**config.mk**
```make
export PLATFORM = sky130hd
export DESIGN_NAME = vce_dev_flat
export DESIGN_NICKNAME = d
export VERILOG_FILES = /design/src/vce_pkg.sv /design/src/vce_link.sv /design/src/vce_dev.sv /design/src/flat_wrapper.sv
export SDC_FILE = /design/constraint.sdc
export NUM_CORES = 1
export LEC_CHECK = 0
export ABC_AREA = 1
export BUFFER_PORTS_ARGS = -buffer_cell sky130_fd_sc_hd__buf_2
export CAP_MARGIN = 10
export CORE_MARGIN = 3
export CORE_UTILIZATION = 50
export CTS_BUF_LIST = sky130_fd_sc_hd__clkbuf_4
export DETAILED_ROUTE_END_ITERATION = 8
export PLACE_DENSITY = 0.7
export SLEW_MARGIN = 30
export SYNTH_ARGS = -nofsm -noshare
export SYNTH_HDL_FRONTEND = slang
export SYNTH_SLANG_ARGS = --single-unit
```
**constraint.sdc**
```tcl
create_clock -name clk -period 2.4 [get_ports clk]
set_input_delay 0.24 -clock clk [delete_from_list [all_inputs] [get_ports clk]]
set_output_delay 0.24 -clock clk [all_outputs]
set_load 0.05 [all_outputs]
```
**src/vce_pkg.sv**
```systemverilog
package vce_pkg;
  // ==========================================
  // Timing
  localparam int CLK_HZ = 20_000_000;
  localparam int BIT_RATE_HZ = 64_000;
  localparam int BIT_DIV = CLK_HZ / BIT_RATE_HZ;
  // ==========================================
  // Descriptor tables, word addresses in internal RAM
  localparam logic [15:0] RX_TBL = 16'h0000;
  localparam logic [15:0] TX_TBL = 16'h0020;
  localparam logic [9:0] DESC_END = 10'h040;
  localparam logic [9:0] TX_START = 10'h020;
  localparam logic [1:0] BD_CTRL = 2'h0;
  localparam logic [1:0] BD_LEN = 2'h1;
  localparam logic [1:0] BD_PTR = 2'h2;
  localparam int BD_OWN = 15;
  localparam int BD_EXT = 14;
  localparam int BD_WRAP = 13;
  localparam int BD_INT = 12;
  localparam int BD_LAST = 11;
  localparam int BD_RSV10 = 10;
  localparam int BD_SE = 3;
  localparam int BD_OV = 1;
  localparam int BD_UN = 1;
  // ==========================================
  // Frame
  localparam logic [3:0] FRAME_BYTES = 4'h9;
  localparam logic [8:0] SYNC_PAT = 9'h001;
  // ==========================================
  // Event and mask registers
  localparam int EV_TXB = 1;
  localparam int EV_BSY = 2;
  localparam int EV_RXF = 3;
  localparam int EV_TXE = 4;
  localparam logic [7:0] EV_IMPL = 8'h1e;
  localparam logic [7:0] EVENT_RST = 8'h00;
  localparam logic [7:0] MASK_RST = 8'h00;
  localparam logic REG_EVENT = 1'b0;
  localparam logic REG_MASK = 1'b1;
  // ==========================================
  // Host APB map
  localparam logic [15:0] APB_EVENT = 16'h0000;
  localparam logic [15:0] APB_MASK = 16'h0004;
  localparam logic [3:0] APB_INT_WIN = 4'h1;
  localparam logic [3:0] APB_EXT_WIN = 4'h2;
  localparam int MEM_WORDS = 128;
endpackage
```
**src/vce_link.sv**
```systemverilog
`timescale 1ns/100ps
`default_nettype none
interface vce_link;
  logic mem_req;
  logic mem_we;
  logic mem_ext;
  logic [15:0] mem_addr;
  logic [15:0] mem_wdata;
  logic [1:0] mem_be;
  logic mem_ack;
  logic [15:0] mem_rdata;
  logic reg_req;
  logic reg_we;
  logic reg_addr;
  logic [7:0] reg_wdata;
  logic reg_ack;
  logic [7:0] reg_rdata;
  logic irq;
  modport dev (output mem_req, mem_we, mem_ext, mem_addr, mem_wdata, mem_be, input mem_ack, mem_rdata,
    input reg_req, reg_we, reg_addr, reg_wdata, output reg_ack, reg_rdata, irq);
  modport host (input mem_req, mem_we, mem_ext, mem_addr, mem_wdata, mem_be, output mem_ack, mem_rdata,
    output reg_req, reg_we, reg_addr, reg_wdata, input reg_ack, reg_rdata, irq);
endinterface
`default_nettype wire

```
**src/vce_dev.sv**
```systemverilog
`timescale 1ns/100ps
`default_nettype none
module vce_dev #(
  parameter int BIT_DIV = vce_pkg::BIT_DIV
) (
  input wire logic clk,
  input wire logic nrst,
  vce_link.dev lnk,
  input wire logic ser_rxd,
  output logic ser_txd,
  output logic ser_tick,
  input wire logic cmd_enter_hunt,
  input wire logic cmd_restart_tx
);
  import vce_pkg::*;

  typedef enum logic [3:0] {
    S_IDLE = 4'h0, S_RX_CTRL = 4'h1, S_RX_PTR = 4'h2, S_RX_DATA = 4'h3, S_RX_LEN = 4'h4,
    S_RX_CLOSE = 4'h5, S_TX_CTRL = 4'h6, S_TX_LEN = 4'h7, S_TX_PTR = 4'h8, S_TX_DATA = 4'h9,
    S_TX_CLOSE = 4'ha
  } vce_seq_e;

  typedef struct packed {
    logic we;
    logic ext;
    logic [15:0] a;
    logic [15:0] d;
    logic [1:0] be;
  } vce_rq_s;

  typedef struct packed {
    vce_seq_e seq;
    logic [15:0] div;
    logic tick;
    logic txd;
    logic req;
    vce_rq_s rq;
    logic reg_ack;
    logic [7:0] reg_rdata;
    logic irq;
    logic [7:0] ev;
    logic [7:0] mask;
    logic hunt;
    logic [8:0] sr;
    logic [2:0] rbits;
    logic [6:0] asm;
    logic [3:0] nbytes;
    logic pend;
    logic [7:0] pbyte;
    logic open;
    logic [15:0] rptr;
    logic [3:0] rlen;
    logic [15:0] rctrl;
    logic se;
    logic ov;
    logic rclose;
    logic [2:0] ridx;
    logic tact;
    logic tgo;
    logic thalt;
    logic tpoll;
    logic [15:0] tctrl;
    logic [15:0] tptr;
    logic [15:0] tleft;
    logic nvalid;
    logic [7:0] nbyte;
    logic [7:0] tsh;
    logic [2:0] tbits;
    logic tclose;
    logic tun;
    logic [2:0] tidx;
  } vce_dev_s;

  localparam vce_dev_s DEV_RST = '{seq: S_IDLE, txd: 1'b1, hunt: 1'b1, sr: 9'h1ff,
    ev: EVENT_RST, mask: MASK_RST, default: '0};

  vce_dev_s r;
  vce_dev_s n;
  logic [7:0] ev_set;
  logic [7:0] ev_clr;
  logic [7:0] rx_b;

  function automatic vce_rq_s mk(input logic we, input logic ext, input logic [15:0] a,
      input logic [15:0] d, input logic [1:0] be);
    mk = '{we: we, ext: ext, a: a, d: d, be: be};
  endfunction

  // Descriptors always sit in internal RAM
  function automatic vce_rq_s bd(input logic we, input logic [15:0] base, input logic [2:0] idx,
      input logic [1:0] off, input logic [15:0] d);
    bd = mk(we, 1'b0, base + {11'h0, idx, off}, d, 2'b11);
  endfunction

  // Even byte address is the high lane of a word
  function automatic vce_rq_s wbyte(input logic [15:0] a, input logic ext, input logic [7:0] b);
    wbyte = mk(1'b1, ext, {1'b0, a[15:1]}, {b, b}, a[0] ? 2'b01 : 2'b10);
  endfunction

  always_comb begin
    n = r;
    ev_set = 8'h00;
    ev_clr = 8'h00;
    rx_b = {r.asm, ser_rxd};
    n.tick = 1'b0;
    n.reg_ack = 1'b0;
    if (r.div == 16'(BIT_DIV - 1)) begin
      n.div = 16'h0000;
      n.tick = 1'b1;
    end else begin
      n.div = r.div + 16'h0001;
    end
    // ==========================================
    // Register port
    if (lnk.reg_req && !r.reg_ack) begin
      n.reg_ack = 1'b1;
      n.reg_rdata = (lnk.reg_addr == REG_MASK) ? r.mask : r.ev;
      if (lnk.reg_we && lnk.reg_addr == REG_MASK) begin
        n.mask = lnk.reg_wdata & EV_IMPL;
      end else if (lnk.reg_we) begin
        ev_clr = lnk.reg_wdata;
      end
    end
    // ==========================================
    // Memory sequencer; one access at a time, receive first
    case (r.seq)
      S_IDLE: begin
        if (r.pend && r.open) begin
          n.req = 1'b1;
          n.rq = wbyte(r.rptr + {12'h0, r.rlen}, r.rctrl[BD_EXT], r.pbyte);
          n.seq = S_RX_DATA;
        end else if (r.pend) begin
          n.req = 1'b1;
          n.rq = bd(1'b0, RX_TBL, r.ridx, BD_CTRL, 16'h0000);
          n.seq = S_RX_CTRL;
        end else if (r.rclose && r.open) begin
          n.req = 1'b1;
          n.rq = bd(1'b1, RX_TBL, r.ridx, BD_LEN, {12'h0, r.rlen});
          n.seq = S_RX_LEN;
        end else if (r.rclose) begin
          n.rclose = 1'b0;
        end else if (r.tclose) begin
          n.req = 1'b1;
          n.rq = bd(1'b1, TX_TBL, r.tidx, BD_CTRL,
            (r.tctrl & ~(16'h0001 << BD_OWN)) | ({15'h0, r.tun} << BD_UN));
          n.seq = S_TX_CLOSE;
        end else if (r.tact && !r.nvalid && r.tleft != 16'h0000) begin
          n.req = 1'b1;
          n.rq = mk(1'b0, r.tctrl[BD_EXT], {1'b0, r.tptr[15:1]}, 16'h0000, 2'b11);
          n.seq = S_TX_DATA;
        end else if (!r.tact && r.tpoll && !r.thalt) begin
          n.tpoll = 1'b0;
          n.req = 1'b1;
          n.rq = bd(1'b0, TX_TBL, r.tidx, BD_CTRL, 16'h0000);
          n.seq = S_TX_CTRL;
        end
      end
      default: begin
        if (r.req && lnk.mem_ack) begin
          n.req = 1'b0;
          n.seq = S_IDLE;
          case (r.seq)
            S_RX_CTRL: begin
              if (lnk.mem_rdata[BD_OWN]) begin
                n.rctrl = lnk.mem_rdata;
                n.req = 1'b1;
                n.rq = bd(1'b0, RX_TBL, r.ridx, BD_PTR, 16'h0000);
                n.seq = S_RX_PTR;
              end else begin
                ev_set[EV_BSY] = 1'b1;
                n.pend = 1'b0;
                n.hunt = 1'b1;
                n.sr = 9'h1ff;
                n.rclose = 1'b0;
                n.se = 1'b0;
                n.ov = 1'b0;
              end
            end
            S_RX_PTR: begin
              n.rptr = lnk.mem_rdata;
              n.open = 1'b1;
              n.rlen = 4'h0;
              n.req = 1'b1;
              n.rq = wbyte(lnk.mem_rdata, r.rctrl[BD_EXT], r.pbyte);
              n.seq = S_RX_DATA;
            end
            S_RX_DATA: begin
              n.pend = 1'b0;
              n.rlen = r.rlen + 4'h1;
            end
            S_RX_LEN: begin
              n.req = 1'b1;
              n.rq = bd(1'b1, RX_TBL, r.ridx, BD_CTRL,
                (r.rctrl & ~((16'h0001 << BD_OWN) | (16'h0001 << BD_SE) | (16'h0001 << BD_OV)))
                | ({15'h0, r.se} << BD_SE) | ({15'h0, r.ov} << BD_OV));
              n.seq = S_RX_CLOSE;
            end
            S_RX_CLOSE: begin
              ev_set[EV_RXF] = 1'b1;
              n.ridx = r.rctrl[BD_WRAP] ? 3'h0 : r.ridx + 3'h1;
              n.open = 1'b0;
              n.rclose = 1'b0;
              n.se = 1'b0;
              n.ov = 1'b0;
            end
            S_TX_CTRL: begin
              if (lnk.mem_rdata[BD_OWN]) begin
                n.tctrl = lnk.mem_rdata;
                n.req = 1'b1;
                n.rq = bd(1'b0, TX_TBL, r.tidx, BD_LEN, 16'h0000);
                n.seq = S_TX_LEN;
              end
            end
            S_TX_LEN: begin
              n.tleft = lnk.mem_rdata;
              n.req = 1'b1;
              n.rq = bd(1'b0, TX_TBL, r.tidx, BD_PTR, 16'h0000);
              n.seq = S_TX_PTR;
            end
            S_TX_PTR: begin
              n.tptr = lnk.mem_rdata;
              n.tact = 1'b1;
              n.tgo = 1'b0;
              n.tun = 1'b0;
            end
            S_TX_DATA: begin
              n.nbyte = r.tptr[0] ? lnk.mem_rdata[7:0] : lnk.mem_rdata[15:8];
              n.nvalid = 1'b1;
              n.tptr = r.tptr + 16'h0001;
              n.tleft = r.tleft - 16'h0001;
            end
            S_TX_CLOSE: begin
              ev_set[EV_TXE] = r.tun;
              ev_set[EV_TXB] = !r.tun && r.tctrl[BD_INT];
              n.thalt = r.tun;
              n.tidx = r.tctrl[BD_WRAP] ? 3'h0 : r.tidx + 3'h1;
              n.tact = 1'b0;
              n.tgo = 1'b0;
              n.tclose = 1'b0;
              n.nvalid = 1'b0;
            end
            default: n.seq = S_IDLE;
          endcase
        end
      end
    endcase
    // ==========================================
    // Transmit bit engine
    if (cmd_restart_tx) begin
      n.thalt = 1'b0;
    end
    if (r.tick) begin
      if (!r.tact && !r.thalt) begin
        n.tpoll = 1'b1;
      end
      if (r.tbits != 3'h0) begin
        n.txd = r.tsh[7];
        n.tsh = {r.tsh[6:0], 1'b0};
        n.tbits = r.tbits - 3'h1;
      end else if (r.nvalid) begin
        n.txd = r.nbyte[7];
        n.tsh = {r.nbyte[6:0], 1'b0};
        n.tbits = 3'h7;
        n.nvalid = 1'b0;
        n.tgo = 1'b1;
      end else begin
        n.txd = 1'b1;
        // A fetch still owed once sending began is a starved line
        if (r.tact && r.tgo && !r.tclose) begin
          n.tclose = 1'b1;
          n.tun = (r.tleft != 16'h0000);
        end
      end
    end
    // ==========================================
    // Receive bit engine
    if (r.tick) begin
      if (r.hunt) begin
        n.sr = {r.sr[7:0], ser_rxd};
        if ({r.sr[7:0], ser_rxd} == SYNC_PAT) begin
          n.hunt = 1'b0;
          n.asm = 7'h01;
          n.rbits = 3'h1;
          n.nbytes = 4'h0;
        end
      end else if (r.rbits == 3'h7) begin
        n.rbits = 3'h0;
        n.asm = 7'h00;
        n.se = r.se | !rx_b[7];
        n.pend = 1'b1;
        n.pbyte = rx_b;
        n.nbytes = r.nbytes + 4'h1;
        if (r.pend || r.nbytes == FRAME_BYTES - 4'h1) begin
          n.ov = r.ov | r.pend;
          n.hunt = 1'b1;
          n.sr = 9'h1ff;
          n.rclose = 1'b1;
        end
      end else begin
        n.asm = {r.asm[5:0], ser_rxd};
        n.rbits = r.rbits + 3'h1;
      end
    end
    if (cmd_enter_hunt) begin
      n.hunt = 1'b1;
      n.sr = 9'h1ff;
      n.rclose = 1'b1;
    end
    // Set wins over a clear in the same cycle
    n.ev = ((r.ev & ~ev_clr) | ev_set) & EV_IMPL;
    n.irq = |(r.ev & r.mask);
  end

  always_ff @(posedge clk or negedge nrst) begin
    if (!nrst) begin
      r <= DEV_RST;
    end else begin
      r <= n;
    end
  end

  assign ser_txd = r.txd;
  assign ser_tick = r.tick;
  assign lnk.mem_req = r.req;
  assign lnk.mem_we = r.rq.we;
  assign lnk.mem_ext = r.rq.ext;
  assign lnk.mem_addr = r.rq.a;
  assign lnk.mem_wdata = r.rq.d;
  assign lnk.mem_be = r.rq.be;
  assign lnk.reg_ack = r.reg_ack;
  assign lnk.reg_rdata = r.reg_rdata;
  assign lnk.irq = r.irq;
endmodule
`default_nettype wire

```
**src/flat_wrapper.sv**
```systemverilog
// flat-port wrapper written by rule: the top's interface ports become plain ports
module vce_dev_flat import vce_pkg::*;
#(
  parameter int BIT_DIV = vce_pkg::BIT_DIV
)
  (clk, nrst, ser_rxd, ser_txd, ser_tick, cmd_enter_hunt, cmd_restart_tx, lnk_mem_req, lnk_mem_we, lnk_mem_ext, lnk_mem_addr, lnk_mem_wdata, lnk_mem_be, lnk_mem_ack, lnk_mem_rdata, lnk_reg_req, lnk_reg_we, lnk_reg_addr, lnk_reg_wdata, lnk_reg_ack, lnk_reg_rdata, lnk_irq);
  vce_link lnk_i ();
  input wire logic clk;
  input wire logic nrst;
  input wire logic ser_rxd;
  output logic ser_txd;
  output logic ser_tick;
  input wire logic cmd_enter_hunt;
  input wire logic cmd_restart_tx;
  output wire logic [$bits(lnk_i.mem_req)-1:0] lnk_mem_req;
  output wire logic [$bits(lnk_i.mem_we)-1:0] lnk_mem_we;
  output wire logic [$bits(lnk_i.mem_ext)-1:0] lnk_mem_ext;
  output wire logic [$bits(lnk_i.mem_addr)-1:0] lnk_mem_addr;
  output wire logic [$bits(lnk_i.mem_wdata)-1:0] lnk_mem_wdata;
  output wire logic [$bits(lnk_i.mem_be)-1:0] lnk_mem_be;
  input wire logic [$bits(lnk_i.mem_ack)-1:0] lnk_mem_ack;
  input wire logic [$bits(lnk_i.mem_rdata)-1:0] lnk_mem_rdata;
  input wire logic [$bits(lnk_i.reg_req)-1:0] lnk_reg_req;
  input wire logic [$bits(lnk_i.reg_we)-1:0] lnk_reg_we;
  input wire logic [$bits(lnk_i.reg_addr)-1:0] lnk_reg_addr;
  input wire logic [$bits(lnk_i.reg_wdata)-1:0] lnk_reg_wdata;
  output wire logic [$bits(lnk_i.reg_ack)-1:0] lnk_reg_ack;
  output wire logic [$bits(lnk_i.reg_rdata)-1:0] lnk_reg_rdata;
  output wire logic [$bits(lnk_i.irq)-1:0] lnk_irq;
  assign lnk_mem_req = lnk_i.mem_req;
  assign lnk_mem_we = lnk_i.mem_we;
  assign lnk_mem_ext = lnk_i.mem_ext;
  assign lnk_mem_addr = lnk_i.mem_addr;
  assign lnk_mem_wdata = lnk_i.mem_wdata;
  assign lnk_mem_be = lnk_i.mem_be;
  assign lnk_i.mem_ack = lnk_mem_ack;
  assign lnk_i.mem_rdata = lnk_mem_rdata;
  assign lnk_i.reg_req = lnk_reg_req;
  assign lnk_i.reg_we = lnk_reg_we;
  assign lnk_i.reg_addr = lnk_reg_addr;
  assign lnk_i.reg_wdata = lnk_reg_wdata;
  assign lnk_reg_ack = lnk_i.reg_ack;
  assign lnk_reg_rdata = lnk_i.reg_rdata;
  assign lnk_irq = lnk_i.irq;
  vce_dev #(.BIT_DIV(BIT_DIV)) u_core (.clk(clk), .nrst(nrst), .lnk(lnk_i), .ser_rxd(ser_rxd), .ser_txd(ser_txd), .ser_tick(ser_tick), .cmd_enter_hunt(cmd_enter_hunt), .cmd_restart_tx(cmd_restart_tx));
endmodule
```
==> out/metrics.yaml, run 1 <==
synth_most_common_cell: "nand2_1"
syn_area_sq_um: 11510
slowest_delay_ps: 460
fmax_ghz: 0.4497
outcome: "completed"
rsz0062_at_grt: "no"
place_hpwl_um: 23090
setup_tns_ps: 0
syn2layout_area_growth_pct: 14.68
wirelength_um: 32370
fin_crit_sh: 0.9266
drtIter0Drc: 790
power_mw: 7.243
seq_area_frac_synth: 0.4771
synth_top_area_share: 0.4542
avgSynthCellArea_sq_um: 7.940
cp-end-kind: "flop"
synthArstFlopShare: 1.000
nets: 1632
seq_area_sq_um: 5493
worst_hold_slack_ps: 128.2
hold_violations: 0
dr.pass1.iters: 7
postRouteAntennaNets: 0
n_fill_cell: 2044
maxCapViolations: 0
maxSlewViolCount: 0
power_density_nw_per_um2: 548.6
setup_viol: 0
cpMaxStageDelayCell: "fa_1"
crit_type: "reg2reg"
grt_max_degree: 75
ir_worst_vdd_mv: 0.3569
multi_input_area_sq_um: 4885
cts_sinks: 219
grt_overflow: 0
ys_seq_elements: 219
critPathBufInv: 1
yosysTopAreaCell: "dfrtp_1"
avgViaCountPerCell: 5.436
antenna_found_initial: 1
yosys-top-cells-count: "nand2_1, dfrtp_1, nor2_1"
grt_pass1_vias: 9953
synth_area_leaders: "dfrtp_1, nand2_1, o21ai_0"
h-tree-depth: 2
cts_tree: "built"
cts_setup_buffers: 0
drive_gt1_frac: 0.1613
arrival_ps: 2850
synth_edf_count: 0
synthFlopType: "dfrtp_1"
cp_cell_sequence: "ha_1 > inv_1 > fa_1 > nand3b_1 > nand2_2 > nand4_1 > xor2_1 > o21ai_0 > nand2_1 > a21boi_1"
startpoint_type: "flop"
hold_path.class: "in2async"
path_delay_family: "adder cells"
tritoncts.num_buffers: 57
die_area_sq_um: 24880
core_sq_um: 22230
wl_per_cell_um: 16.99
required_ps: 3030
grt_pass1_wl_um: 51470
clkLatencyLatePin_ps: 700
ys_warn_count: 0
drc: 0
syn_inst: 1450
fp.dieW_um: 157.7
worst_slew_pin_slew_ps: 632.1
fin_crit_ps: 2224
crit_fanout: 4
root_buffer: "clkbuf_4"
io_buffers: 72
fin_util: 0.5940
clockBufferDepth: 3
path_clk_slew_ps: 70
p_leak_nw: 6.641
relSlewSlack: 0.5786
gp_congestion: 0.9967
ios: 82
die_h_um: 157.7
grt_use_total: 0.2627
yosysUniqueCellTypes: 53
rows: 54
route.vias.total: 10360
start_util: 0.5180
fin_skew_ps: 61.63
path summary, 6_finish.rpt:
kind,startpoint,endpoint,slack [ps],depth (start not counted)
setup / recovery,u_core.r[103],u_core.lnk.mem_addr[11],180,10
hold / removal,nrst,u_core.r[31],130,2
setup reg to reg,u_core.r[103],u_core.lnk.mem_addr[11],180,10
hold reg to reg,u_core.r[70],u_core.r[2],450,1
max in group asynchronous,nrst,u_core.r[143],1470,3
min in group clk,lnk_mem_ack,u_core.r[164],270,5
worst register-to-register path, cell delays in order, from the launching register on:
cell and delay (ps):
dfrtp_1 350, ha_1 190, inv_1 70, fa_1 460, nand3b_1 200, nand2_2 140
nand4_1 170, xor2_1 180, o21ai_0 180, nand2_1 90, a21boi_1 120
logic make-up after synthesis:
| family | count (synthesis) | synth area share |
|---|---|---|
| and+or+nand+nor | 591 | 0.2126 |
| AOI/OAI and AO/OA | 336 | 0.1663 |
| buffers and inverters | 255 | 0.1006 |
| DFF | 219 | 0.4771 |
| xor gates and xnor gates | 29 | 0.02206 |
| adders and majority gates | 18 | 0.02021 |
| other | 1 | 0.0003257 |
| muxes | 1 | 0.0008694 |
cell usage in the layout, fill, tap and decap left out, types with 27 or more instances in the layout:
cell,Yosys,routed
nand2_1,319,318
dfrtp_1,209,209
nor2_1,165,163
inv_1,158,158
o21ai_0,153,152
clkbuf_4,0,86
buf_2,8,71
a21oi_1,67,67
buf_4,43,46
nand3_1,44,44
o22ai_1,36,36
dlygate4sd3_1,0,29
a31oi_1,27,27
per-layer routing:
metal	track usage	share of wire
met5	0	0
met3	0.04593	0.068
met4	0.1062	0.035
met1	0.3579	0.44
met2	0.4193	0.46
power by group:
part	switching, mW	internal (mW)
Sequential	0.0154	3.72
Combinational	0.251	0.0965
Clock	1.54	1.62
stage by stage:
stage	area (sq um)	std cells	setup WS, ps
floorplan	11530	1454	381.3
global placement	12200	1773	241.4
detailed placement	12200	1773	172.0
CTS	13190	1904	166.5
global route	13200	1905	7.355
finish	13200	1905	176.2
cell type report:
| class | instances | share of cell area |
|---|---|---|
| antenna | 1 | 0.0001895 |
| multi-input combinational | 980 | 0.3699 |
| tap | 280 | 0.02653 |
| clock buffer | 86 | 0.04890 |
| sequential | 219 | 0.4160 |
| inverter | 170 | 0.04852 |
| clock inverter | 16 | 0.004643 |
| timing repair buffer | 153 | 0.08528 |
sequential cells by signal, summed over array words and instances, names as in the netlist:
signal                flops
u_core.r                175
u_core.lnk.mem_wdata     16
u_core.lnk.mem_addr      15
u_core.lnk.reg_rdata      4
u_core.lnk.mem_be         2
u_core.lnk.irq            1
u_core.lnk.mem_ext        1
u_core.lnk.mem_req        1
u_core.lnk.mem_we         1
u_core.lnk.reg_ack        1
u_core.ser_tick           1
u_core.ser_txd            1
what timing repair did:
| item | in CTS | in global routing |
|---|---|---|
| hold endpoints to repair | 219 | 0 |
| endpoints found under the setup margin | 0 | 9 |
| hold buffers | 29 | 0 |
| resized for setup | 0 | 5 |
No activity file was read; power rests on OpenSTA's default activity.
==> inputs of run 2 (changes only) <==
--- a/config.mk
+++ b/config.mk
@@ -13,6 +13,7 @@
 export CTS_BUF_LIST = sky130_fd_sc_hd__clkbuf_4
 export DETAILED_ROUTE_END_ITERATION = 8
 export PLACE_DENSITY = 0.7
+export RECOVER_POWER = 50
 export SLEW_MARGIN = 30
 export SYNTH_ARGS = -nofsm -noshare
 export SYNTH_HDL_FRONTEND = slang
==> out/metrics.yaml, run 2 (synthesized netlist as in run 1, its figures left out) <==
antenna_found_initial: 1
rsz0062_at_grt: "no"
required_ps: 3030
hold_violations: 0
setup_viol: 0
layout_common_cells: "nand2_1, dfrtp_1, nor2_1"
fmax_ghz: 0.4446
wirelength_um: 32420
power_density_nw_per_um2: 549.0
maxCapViolations: 1
cp-end-kind: "flop"
cts_tree: "built"
cts_sinks: 219
dr.pass1.iters: 5
power_mw: 7.235
arrival_ps: 2880
root_buffer: "clkbuf_4"
place_hpwl_um: 23090
grt_use_total: 0.2627
fin_skew_ps: 60.74
fp.dieW_um: 157.7
grt_pass1_wl_um: 51470
rrSetupSlack_ps: 150
relSlewSlack: -0.3798
place_ws_ps: 172.0
nets: 1632
grt_overflow: 0
syn2layout_area_growth_pct: 14.45
power_switching_share: 0.2488
rows: 54
max_flop_register: "u_core.r"
clkLatencyLatePin_ps: 700
ir_worst_vdd_mv: 0.3591
power_frac_seq: 0.516
violations: "capacitance limit, slew limit"
power_switching_mw: 1.800
route.vias.total: 10350
clockBufferDepth: 3
worst_hold_slack_ps: 269.0
die_area_sq_um: 24880
die_h_um: 157.7
final_common_cell: "nand2_1"
crit_fanout: 12
drive_gt1_frac: 0.1558
grt_pass1_vias: 9953
drc: 0
core_sq_um: 22230
combPwrFrac: 0.048
setup_tns_ps: 0
p_leak_nw: 6.607
start_util: 0.5180
wl_per_cell_um: 17.02
fin_util: 0.5928
ios: 82
grt_max_degree: 75
outcome: "finished with violations"
drtIter0Drc: 768
hold_path.class: "in2reg"
io_buffers: 72
worst_slew_pin_slew_ps: 2070
h-tree-depth: 2
startpoint_type: "flop"
setup_ws_ps: 150.9
path_clk_slew_ps: 70
largest_reg_flops: 175
postRouteAntennaNets: 0
gp_congestion: 0.9967
fin_crit_ps: 2249
internal-power_mw: 5.434
crit_type: "reg2reg"
maxSlewViolCount: 72
tritoncts.num_buffers: 57
fin_crit_sh: 0.9371
clkPwrFrac: 0.437
avgViaCountPerCell: 5.432
[run 2: cell type report]
class | instances | area, sq um
tap | 280 | 350.3
clock inverter | 16 | 61.31
fill | 2053 | 9051
antenna | 1 | 2.502
sequential | 219 | 5493
inverter | 170 | 640.6
multi-input combinational | 980 | 4885
timing repair buffer | 153 | 1100
clock buffer | 86 | 645.6
[run 2: critical path, stage by stage (launching register included)]
cell and delay [ps]:
dfrtp_1 440, inv_1 170, nor2_1 180, inv_1 110, nor2_4 210, inv_1 300, buf_4 250, o211ai_1 270
nor2_1 100, a21boi_1 150
[run 2: metal layers]
layer	vias up	share of wire	GRT usage
met1	4874	0.43	0.3579
met3	81	0.071	0.04593
met5	-	0	0
met2	381	0.46	0.4193
met4	0	0.035	0.1062
li1	5012	-	-
[run 2: final timing paths]
check	start	cells after the start	to
min in group asynchronous	nrst	2	u_core.r[31]
hold / removal	lnk_mem_ack	5	u_core.r[164]
max in group asynchronous	nrst	3	u_core.r[122]
setup / recovery	u_core.r[235]	9	u_core.lnk.mem_addr[1]
setup reg to reg	u_core.r[235]	9	u_core.lnk.mem_addr[1]
hold reg to reg	u_core.r[70]	1	u_core.r[2]
[run 2: power by group through the flow]
stage	sequential (mW)	clock [mW]	combinational, mW
global placement	3.80	0	0.305
finish	3.73	3.16	0.344
global route	3.73	3.47	0.377
floorplan	3.80	0	0.131
detailed placement	3.80	0	0.306
CTS	3.73	3.26	0.349
[run 2: through the flow]
stage | instances | cell area, sq um
after detailed placement | 1773 | 12200
after floorplan | 1454 | 11530
final | 1905 | 13180
after CTS | 1904 | 13190
after global placement | 1773 | 12200
after global routing | 1905 | 13180
[run 2: repair_timing]
action / in CTS / in global routing
hold buffers: 29 / 0
setup endpoints to repair: 0 / 9
buffers inserted: 0 / 0
hold endpoints to repair: 219 / 0
resized for setup: 0 / 5
